<file path="src/mbd_regs.vh">
// register map, field positions and timing constants of the bias current detector
// Summary of operation
// [RQ1] bias reference on only while supply enable set
// [RQ2] detection runs only while detect enable set
// [RQ3] insertion threshold field bits 5:4, reset 00
// [RQ4] button threshold field bits 3:2, reset 00
// [RQ5] both crossings feed interrupt logic separately
// [RQ6] steady insertion and button status to pin
// [RQ7] separate assert and release comparator levels
// [RQ8] button valid after ten consecutive measurements
// [RQ9] polarity 0: insertion sets insertion flag
// [RQ10] polarity 1: removal sets insertion flag
// [RQ11] polarity 0: filtered press sets button flag
// [RQ12] polarity 1: release sets button flag
// [RQ13] events and pin status share bounded latency
// [RQ14] host waits past bounce before flipping polarity
// [RQ15] host debounces the status pin itself
// [RQ16] filter runs only with all clock gates
// [RQ17] events during clock loss flagged after restore
// [RQ18] comparators sampled once per measurement tick
// [RQ19] event flags sticky until software clears
`ifndef MBD_REGS_VH
`define MBD_REGS_VH

// ----------------------------------------------------------------
// register word indices (printed offsets not all word aligned: byte address = index * 4)
// ----------------------------------------------------------------
`define MBD_IDX_BIAS_CTRL 8'h06
`define MBD_IDX_CLK_RATES 8'h16
`define MBD_IDX_SEQ_CTRL0 8'h6c
`define MBD_IDX_STATUS 8'h70
`define MBD_IDX_MASK 8'h71
`define MBD_IDX_POLARITY 8'h72
`define MBD_IDX_LIVE 8'h73

// ----------------------------------------------------------------
// field positions
// ----------------------------------------------------------------
`define MBD_BIAS_ENA_BIT 0
`define MBD_DET_ENA_BIT 1
`define MBD_BTN_THR_LSB 2
`define MBD_INS_THR_LSB 4
`define MBD_CLK_SYS_BIT 2
`define MBD_SEQ_CLK_BIT 8
`define MBD_EV_INS_BIT 0
`define MBD_EV_BTN_BIT 1

// ----------------------------------------------------------------
// reset values and timing
// ----------------------------------------------------------------
`define MBD_CTRL_RST 16'h0000
`define MBD_EV_RST 2'h0
`define MBD_TICK_NS 1000
`define MBD_CLK_NS 10
`define MBD_TICK_CYC (`MBD_TICK_NS / `MBD_CLK_NS)
`define MBD_BTN_COUNT 4'ha

`endif

</file>
<file path="src/mbd_detect.v">
// bias current detector: wishbone registers, hysteresis, button filter, event flags
`timescale 1ns/1ns
`default_nettype none
`include "mbd_regs.vh"

module mbd_detect (
    input wire clock,
    input wire rst,
    input wire wb_cyc_i,
    input wire wb_stb_i,
    input wire wb_we_i,
    input wire [9:0] wb_adr_i,
    input wire [3:0] wb_sel_i,
    input wire [31:0] wb_dat_i,
    output reg [31:0] wb_dat_o,
    output reg wb_ack_o,
    input wire mclk_present,
    input wire ins_cmp_hi,
    input wire ins_cmp_lo,
    input wire btn_cmp_hi,
    input wire btn_cmp_lo,
    output reg bias_reference_pin,
    output reg current_detect_enable,
    output reg [1:0] insertion_threshold_select,
    output reg [1:0] button_threshold_select,
    output reg ins_status_pin,
    output reg btn_status_pin,
    output reg ins_cross_event,
    output reg btn_cross_event,
    output reg irq
);

// ----------------------------------------------------------------
// registers
// ----------------------------------------------------------------
reg [15:0] bias_ctrl_r;
reg [15:0] clk_rates_r;
reg [15:0] seq_ctrl_r;
reg [1:0] status_r;
reg [1:0] mask_r;
reg [1:0] polarity_r;
reg ins_state_r;
reg btn_raw_r;
reg btn_state_r;
reg [3:0] btn_cnt_r;
reg [6:0] tick_cnt_r;
reg tick_r;

wire [7:0] idx = wb_adr_i[9:2];
wire req = wb_cyc_i & wb_stb_i & ~wb_ack_o;
wire wr_lo = req & wb_we_i & wb_sel_i[0];
wire wr_hi = req & wb_we_i & wb_sel_i[1];
wire clocks_ok = mclk_present & clk_rates_r[`MBD_CLK_SYS_BIT]
    & seq_ctrl_r[`MBD_SEQ_CLK_BIT]; // RQ16
wire det_run = clocks_ok & bias_ctrl_r[`MBD_DET_ENA_BIT]; // RQ2

// byte-lane merge of a 16-bit register
function [15:0] merge16;
    input [15:0] old;
    input [31:0] d;
    input lo;
    input hi;
    begin
        merge16 = {hi ? d[15:8] : old[15:8], lo ? d[7:0] : old[7:0]};
    end
endfunction

// ----------------------------------------------------------------
// bus slave: one-wait answer, unmapped reads return zero
// ----------------------------------------------------------------
always @(posedge clock) begin
    if (rst) begin
        wb_ack_o <= 1'b0;
        wb_dat_o <= 32'h0000_0000;
    end else begin
        wb_ack_o <= req;
        wb_dat_o <= 32'h0000_0000;
        if (req && !wb_we_i) begin
            case (idx)
                `MBD_IDX_BIAS_CTRL: wb_dat_o <= {16'h0000, bias_ctrl_r};
                `MBD_IDX_CLK_RATES: wb_dat_o <= {16'h0000, clk_rates_r};
                `MBD_IDX_SEQ_CTRL0: wb_dat_o <= {16'h0000, seq_ctrl_r};
                `MBD_IDX_STATUS: wb_dat_o <= {30'h0, status_r};
                `MBD_IDX_MASK: wb_dat_o <= {30'h0, mask_r};
                `MBD_IDX_POLARITY: wb_dat_o <= {30'h0, polarity_r};
                `MBD_IDX_LIVE: wb_dat_o <= {30'h0, btn_state_r, ins_state_r};
                default: wb_dat_o <= 32'h0000_0000;
            endcase
        end
    end
end

// control registers; only the documented fields are kept in the control word
always @(posedge clock) begin
    if (rst) begin
        bias_ctrl_r <= `MBD_CTRL_RST; // RQ3 RQ4
        clk_rates_r <= `MBD_CTRL_RST;
        seq_ctrl_r <= `MBD_CTRL_RST;
        mask_r <= `MBD_EV_RST;
        polarity_r <= `MBD_EV_RST;
    end else begin
        if (idx == `MBD_IDX_BIAS_CTRL)
            bias_ctrl_r <= merge16(bias_ctrl_r, wb_dat_i, wr_lo, wr_hi) & 16'h003f;
        if (idx == `MBD_IDX_CLK_RATES)
            clk_rates_r <= merge16(clk_rates_r, wb_dat_i, wr_lo, wr_hi);
        if (idx == `MBD_IDX_SEQ_CTRL0)
            seq_ctrl_r <= merge16(seq_ctrl_r, wb_dat_i, wr_lo, wr_hi);
        if (idx == `MBD_IDX_MASK && wr_lo)
            mask_r <= wb_dat_i[1:0];
        if (idx == `MBD_IDX_POLARITY && wr_lo)
            polarity_r <= wb_dat_i[1:0];
    end
end

// ----------------------------------------------------------------
// measurement tick: counter only advances with clocks present
// ----------------------------------------------------------------
always @(posedge clock) begin
    if (rst || !det_run) begin
        tick_cnt_r <= 7'h00;
        tick_r <= 1'b0;
    end else if ({25'h0, tick_cnt_r} == (`MBD_TICK_CYC) - 1) begin
        tick_cnt_r <= 7'h00;
        tick_r <= 1'b1; // RQ18
    end else begin
        tick_cnt_r <= tick_cnt_r + 7'h01;
        tick_r <= 1'b0;
    end
end

// ----------------------------------------------------------------
// hysteresis and button filter; state frozen, not cleared, while clocks
// are missing so a change during the gap is seen on the next tick
// ----------------------------------------------------------------
reg ins_next;
reg btn_raw_next;
always @* begin
    // rise on the high comparator, fall only below the low one
    ins_next = ins_state_r ? ins_cmp_lo : ins_cmp_hi; // RQ7
    btn_raw_next = btn_raw_r ? btn_cmp_lo : btn_cmp_hi; // RQ7
end

wire btn_flip = tick_r && (btn_raw_next != btn_state_r);
wire ins_rise = tick_r && ins_next && !ins_state_r;
wire ins_fall = tick_r && !ins_next && ins_state_r;
wire btn_rise = btn_flip && btn_cnt_r == `MBD_BTN_COUNT - 4'h1 && btn_raw_next;
wire btn_fall = btn_flip && btn_cnt_r == `MBD_BTN_COUNT - 4'h1 && !btn_raw_next;

always @(posedge clock) begin
    if (rst) begin
        ins_state_r <= 1'b0;
        btn_raw_r <= 1'b0;
        btn_state_r <= 1'b0;
        btn_cnt_r <= 4'h0;
    end else if (tick_r) begin
        ins_state_r <= ins_next; // RQ17
        btn_raw_r <= btn_raw_next;
        // any measurement agreeing with the settled state restarts the run
        if (!btn_flip)
            btn_cnt_r <= 4'h0; // RQ8
        else if (btn_cnt_r == `MBD_BTN_COUNT - 4'h1) begin
            btn_cnt_r <= 4'h0;
            btn_state_r <= btn_raw_next; // RQ8
        end else
            btn_cnt_r <= btn_cnt_r + 4'h1;
    end
end

// ----------------------------------------------------------------
// sticky flags: set wins over write-one-to-clear
// ----------------------------------------------------------------
wire ins_evt = polarity_r[`MBD_EV_INS_BIT] ? ins_fall : ins_rise; // RQ9 RQ10
wire btn_evt = polarity_r[`MBD_EV_BTN_BIT] ? btn_fall : btn_rise; // RQ11 RQ12
wire [1:0] w1c = (idx == `MBD_IDX_STATUS && wr_lo) ? wb_dat_i[1:0] : 2'h0;
wire [1:0] status_nxt = (status_r & ~w1c) | {btn_evt, ins_evt}; // RQ19

always @(posedge clock) begin
    if (rst) begin
        status_r <= `MBD_EV_RST;
        irq <= 1'b0;
        ins_cross_event <= 1'b0;
        btn_cross_event <= 1'b0;
    end else begin
        status_r <= status_nxt; // RQ19
        irq <= |(status_nxt & mask_r);
        ins_cross_event <= ins_rise | ins_fall; // RQ5
        btn_cross_event <= btn_rise | btn_fall; // RQ5
    end
end

// ----------------------------------------------------------------
// analog controls and status pins, all registered
// ----------------------------------------------------------------
always @(posedge clock) begin
    if (rst) begin
        bias_reference_pin <= 1'b0;
        current_detect_enable <= 1'b0;
        insertion_threshold_select <= 2'h0;
        button_threshold_select <= 2'h0;
        ins_status_pin <= 1'b0;
        btn_status_pin <= 1'b0;
    end else begin
        bias_reference_pin <= bias_ctrl_r[`MBD_BIAS_ENA_BIT]; // RQ1
        current_detect_enable <= bias_ctrl_r[`MBD_DET_ENA_BIT]; // RQ2
        insertion_threshold_select <= bias_ctrl_r[`MBD_INS_THR_LSB +: 2]; // RQ3
        button_threshold_select <= bias_ctrl_r[`MBD_BTN_THR_LSB +: 2]; // RQ4
        // pin follows the same settled state the flags use
        ins_status_pin <= ins_state_r; // RQ6 RQ13
        btn_status_pin <= btn_state_r; // RQ6
    end
end

endmodule
`default_nettype wire

</file>
<file path="config.mk">
export PLATFORM = sky130hd
export DESIGN_NAME = mbd_detect
export DESIGN_NICKNAME = d
export VERILOG_FILES = /design/src/mbd_detect.v
export VERILOG_INCLUDE_DIRS = /design/src
export SDC_FILE = /design/constraint.sdc
export NUM_CORES = 1
export LEC_CHECK = 0
export BUFFER_PORTS_ARGS = -buffer_cell sky130_fd_sc_hd__buf_2
export CAP_MARGIN = 10
export CORE_MARGIN = 5
export CORE_UTILIZATION = 50
export CTS_BUF_LIST = sky130_fd_sc_hd__clkbuf_8
export DETAILED_ROUTE_END_ITERATION = 10
export GPL_TIMING_DRIVEN = 0
export PLACE_DENSITY_LB_ADDON = 0.25
export SYNTH_ARGS = -nofsm -noshare
export SYNTH_HDL_FRONTEND = slang
export SYNTH_SLANG_ARGS = --single-unit
</file>
<file path="constraint.sdc">
create_clock -name clock -period 2.9 [get_ports clock]
set_input_delay 0.29 -clock clock [delete_from_list [all_inputs] [get_ports clock]]
set_output_delay 0.29 -clock clock [all_outputs]
set_load 0.01 [all_outputs]
</file>
; Word level (Yosys, flattened, before mapping)
; Cells that the tools add are included.
[op_classes]
n_div = 0
shifts = 0
n_mul = 0
n_eq_ne = 10
n_mux = 9
n_lt_le_gt_ge = 0
addsub = 2
reduce_logical = 27
bitwise_logic = 16
[op_table]
columns = op, count
row1 = $pmux 16 s7, 1
row2 = $eq 8x7->1 const B, 5
row3 = $logic_and 1x1->1, 12
row4 = $reduce_and 2->1, 5
row5 = $and 1x1->1, 8
row6 = $eq 8x3->1 const B, 1
row7 = $eq 8x5->1 const B, 1
row8 = $mux 4, 2
row9 = $add 7x1->7 const B, 1
row10 = $eq 7x7->1 const B, 1
row11 = $reduce_or 2->1, 3
row12 = $logic_not 1->1, 5
row13 = $mux 1, 5
row14 = $add 4x1->4 const B, 1
row15 = $and 2x2->2, 2
row16 = $eq 4x4->1 const B, 1
row17 = $reduce_and 3->1, 1
row18 = $mux 2, 1
row19 = $not 1->1, 2
row20 = $not 2->2, 1
row21 = $or 1x1->1, 2
row22 = $or 2x2->2, 1
row23 = $logic_or 1x1->1, 1
row24 = $ne 1x1->1, 1
[totals]
mem_bits_ro = 0
in_bits = 56
memories = 0
wordCells = 89
ram_bits = 0
output_inout_bits = 44
register_bits = 103
latchBits = 0

; Depth between registers and ports, before layout
[logic_depth]
depth_word = 11
mapped_depth = 7
ltp_nobuf = 6

; Worst setup path before layout
; No wires, ideal clock.
[synth_timing]
path_kind = input port to flip-flop
startpoint = input port wb_adr_i[6]
endpoint = register seq_ctrl_r[10]
required_time_ps = 2772
t_arrival_ps = 1360
path_slack_ps = 1412
path_stages = 5
n_path_buf = 1
setup_time_ps = 128
path_cell_list = buf_2 nor4b_2 nand4_2 mux2i_1 nor2_1
[synth_between]
elab_chain_cells = 2
[synth_rtl]
columns = element, line
row1 = "start, declared", mbd_detect.v:12  ; input wire [9:0] wb_adr_i,
row2 = $eq 8x7->1, n/a
row3 = $reduce_and 2->1 (no line), n/a
row4 = "end signal, assigned", mbd_detect.v:98  ; seq_ctrl_r <= `MBD_CTRL_RST;
row5 = "end signal, assigned", mbd_detect.v:107  ; seq_ctrl_r <= merge16(seq_ctrl_r, wb_dat_i, wr_lo, wr_hi);
row6 = "end, declared", mbd_detect.v:38  ; reg [15:0] seq_ctrl_r;
; No other way between the ends.
; A chain may end at the register's enable or synchronous reset.

; Final worst setup path
[layout_timing]
startpoint = register btn_raw_r
endpoint = register btn_cnt_r[0]
[layout_between]
elab_chain_cells = 4
[layout_rtl]
columns = element, line
row1 = "start, declared", mbd_detect.v:43  ; reg btn_raw_r;
row2 = "start signal, assigned", mbd_detect.v:157  ; btn_raw_r <= btn_raw_next;
row3 = $mux 1, mbd_detect.v:140  ; btn_raw_next = btn_raw_r ? btn_cmp_lo : btn_cmp_hi;
row4 = $ne 1x1->1, mbd_detect.v:143  ; wire btn_flip = tick_r && (btn_raw_next != btn_state_r);
row5 = $logic_and 1x1->1, mbd_detect.v:143
row6 = $mux 4, mbd_detect.v:159  ; if (!btn_flip)
row7 = "end signal, assigned", mbd_detect.v:165  ; btn_cnt_r <= btn_cnt_r + 4'h1;
row8 = "end, declared", mbd_detect.v:45  ; reg [3:0] btn_cnt_r;
; No other way between the ends.

==> implementation parameters <==
Parameter                              Value

Status
  Status ... finished clean

Critical path
  Setup crit end kind ... flop
  Worst endpoint required time ... 3170 ps
  Critical path data arrival time ... 1940 ps
  Type of the setup path with the least slack ... flop to flop
  Worst setup SP type ... flop
  Maximum fanout along the worst path ... 6

STA
  Transition time at the pin with the least slew margin ... 556 ps
  Number of hold violations in the final report ... 0
  Final setup viols ... 0
  Max-slew headroom at the worst pin ... a little over three fifths
  Max Fclk ... approximately 600 MHz
  Setup Total Neg Slack ... 0 ps
  Post-Route Skew ... 9.43 ps
  Period minus WS final ... around 1700 ps
  Final cycle utilization of the critical path ... 57.6%
  Setup repair after global routing missed its margin ... false
  Final Max Tran Viols ... 0

Detailed routing
  Via density per instance ... between 5 and 6
  Number of detailed-routing iterations run before antenna repair ... 4
  ANT nets after route ... 0
  Violation count after the first detailed-route iteration ... 104
  DR WL/cell ... 14.3 µm
  Highest Signal Layer ... met4
  Met3 Routed Length ... 609 µm
  Met2 Routed Length ... 4.05 mm
  Number of design rule violations left after detail routing ... 0
  Total wire length after detailed routing ... 8.33 mm
  Detailed-route via count ... 2956
  Met1 WL ... about 3.5 mm

Yosys
  Number of flops mapped to enable cells by yosys ... 0
  Synth area leader ... sky130_fd_sc_hd__dfxtp_1
  Main synth FF type ... sky130_fd_sc_hd__dfxtp_1
  Top area cells in the synthesized netlist ... sky130_fd_sc_hd__dfxtp_1, sky130_fd_sc_hd__mux2i_1, sky130_fd_sc_hd__nand2_1
  Post-synth top area share ... 47.4%
  Library cell with the highest instance count after synthesis ... sky130_fd_sc_hd__dfxtp_1
  Post-Syn Instances ... 389
  Yosys synthesis warning count ... 0
  Syn_area_per_cell ... 9.45 µm²
  Number of register bits inferred by synthesis ... 87
  Synth async-reset ratio ... 0%
  Netlist Area Pre-Place ... 0.00367 mm²
  Synth cell count leaders ... sky130_fd_sc_hd__dfxtp_1, sky130_fd_sc_hd__nand2_1, sky130_fd_sc_hd__nor2_1
  Number of distinct library cells after synthesis ... around 50
  Seq/Total Area, Yosys ... 47.4%

Cells and area
  Combined area of the multi-input logic cells ... 0.00173 mm²
  Layout cells sized above 1 ... ~25%
  Number of antenna diodes ... 0
  Fill cell total of the finished layout ... 670
  Layout overhead on the synthesized area ... 19.4%
  Final layout net count ... 536
  Final Util ... roughly three fifths
  Storage element area ... 0.00174 mm²

Clocking
  Number of clock sinks ... 87
  Hold Buf Count CTS ... 0
  Clock root buffer ... sky130_fd_sc_hd__clkbuf_8
  CTS tree ... yes
  Max clock buf depth ... 2
  Register clock-pin slew on the reported worst setup and hold paths ... 90 ps
  Count of H-tree levels built during CTS ... 3
  Setup Fix Bufs, Post-CTS ... 0
  Number of gates resized after cts ... 0
  Clock Latency Late Sink ... 360 ps
  Cts bufs inserted ... 9

Floorplan
  Total number of placement rows ... 31
  I/O Pins ... 100
  Area of the die ... 0.00916 mm²
  Starting density of the core ... between 50% and 60%
  Area of the core region ... between 0.007 and 0.008 mm²
  Width of the die ... around 96 µm
  Die Span Y ... 95.7 µm

Power and ir drop
  Leakage Power ... about 1.9 nW
  Peak supply drop ... 0.298 mV
  Total power per unit cell area ... slightly above 500 mW/mm²

Global routing
  Final global-route overflow total ... 0
  Pin count of the biggest net entering global routing ... 15
  Antenna violations before repair ... 0
  Global-route wire length before repair ... 13.3 mm
  Combined global-route utilization of all metal layers ... 18.9%
  Vias in the first global route ... 2851

Run
  Count of max-cap constraint violations ... 0

Placement
  Count of buffers from port buffering ... 62
  Post-DP HPWL ... 6.16 mm
  Routability-driven placement congestion ratio ... 0.851

Worst hold path
  Type of the most critical hold path ... primary input to flop
cells by family (layout without fill, tap and decap cells):
logic type | Yosys count | after routing | share of synthesized area (%)
other cells | 1 | 16 | 0.102
fa+ha+maj | 3 | 3 | 1.02
compound gates | 45 | 45 | 8.38
xor+xnor | 5 | 5 | 1.19
mux | 43 | 43 | 12.6
buf+inv | 45 | 123 | 7.08
simple gates | 160 | 160 | 22.2
flops | 87 | 87 | 47.4
placed cells by master, fill, tap and decap left out, drive strengths merged, types with 2 or more instances in the layout:
cell type | Yosys | final
o21ai | 6 | 6
nor4 | 2 | 2
nor2b | 3 | 3
nor2 | 38 | 38
nand2b | 5 | 5
and4 | 2 | 2
ha | 3 | 3
clkinv | 0 | 2
nand2 | 59 | 59
nand3 | 16 | 16
and3 | 3 | 3
nand3b | 5 | 5
a21oi | 14 | 14
a22oi | 18 | 18
and2 | 3 | 3
nand4 | 7 | 7
inv | 11 | 12
nor3 | 3 | 3
xor2 | 2 | 2
clkbuf | 8 | 18
mux2i | 35 | 35
buf | 26 | 88
xnor2 | 3 | 3
or2 | 3 | 3
nor4b | 2 | 2
and4b | 4 | 4
mux4 | 2 | 2
dfxtp | 87 | 87
mux2 | 6 | 6
bufinv | 0 | 2
conb | 1 | 16
state kept, by name, indices dropped and copies added (netlist names), 4 cells and up:
| signal | count |
|---|---|
| seq_ctrl_r | 16 |
| btn_cnt_r | 4 |
| bias_ctrl_r | 6 |
| tick_cnt_r | 7 |
| clk_rates_r | 16 |
| wb_dat_o | 16 |
power breakdown:
| group | switching, W | internal [W] | total, W |
|---|---|---|---|
| Sequential | 0.000000438 | 0.00119 | 0.00119 |
| Clock | 0.000430 | 0.000505 | 0.000936 |
| Combinational | 0.0000730 | 0.0000490 | 0.000122 |
| Total | 0.000504 | 0.00175 | 0.00225 |
layout make-up:
class,count,area share (%)
Inverter,11,0.941
Sequential cell,87,39.7
Multi-Input combinational cell,272,39.4
Timing Repair Buffer,62,7.07
Buffer,34,4.99
Clock buffer,10,3.14
Tap cell,99,2.82
Clock inverter,6,1.94
per-layer routing:
layer,vias up,global-route usage [%]
li1,1492,-
met1,1372,22.9
met2,80,31.7
met3,12,5.16
met4,0,7.35
met5,-,0
critical path: stages (launching register included):
cell and delay [ps]:
sky130_fd_sc_hd__dfxtp_1 350, sky130_fd_sc_hd__mux2i_1 430, sky130_fd_sc_hd__mux2i_1 480, sky130_fd_sc_hd__nand2_1 130, sky130_fd_sc_hd__o31ai_1 200
final timing paths:
kind	from	endpoint	slack [ps]	cells past startpoint
hold / removal	wb_dat_i[11]	clk_rates_r[11]$_SDFFE_PP0P_	170	3
setup / recovery	btn_raw_r$_SDFFE_PP0P_	btn_cnt_r[0]$_SDFFE_PP0P_	1230	4
hold reg to reg	seq_ctrl_r[1]$_SDFFE_PP0P_	seq_ctrl_r[1]$_SDFFE_PP0P_	460	2
setup reg to reg	btn_raw_r$_SDFFE_PP0P_	btn_cnt_r[0]$_SDFFE_PP0P_	1230	4
metrics by stage:
stage / instance area, µm² / hold slack (ps) / total power (W) / setup WS [ps] / cells
after floorplan: 3730 / 408 / 0.00129 / 1410 / 404
after global placement: 4170 / 440 / 0.00134 / 1070 / 565
after detailed placement: 4170 / 447 / 0.00134 / 974 / 565
after CTS: 4390 / 161 / 0.00227 / 1220 / 581
after global routing: 4390 / 168 / 0.00233 / 978 / 581
final: 4390 / 170 / 0.00225 / 1230 / 581
Power figures use the tool's default switching activity.
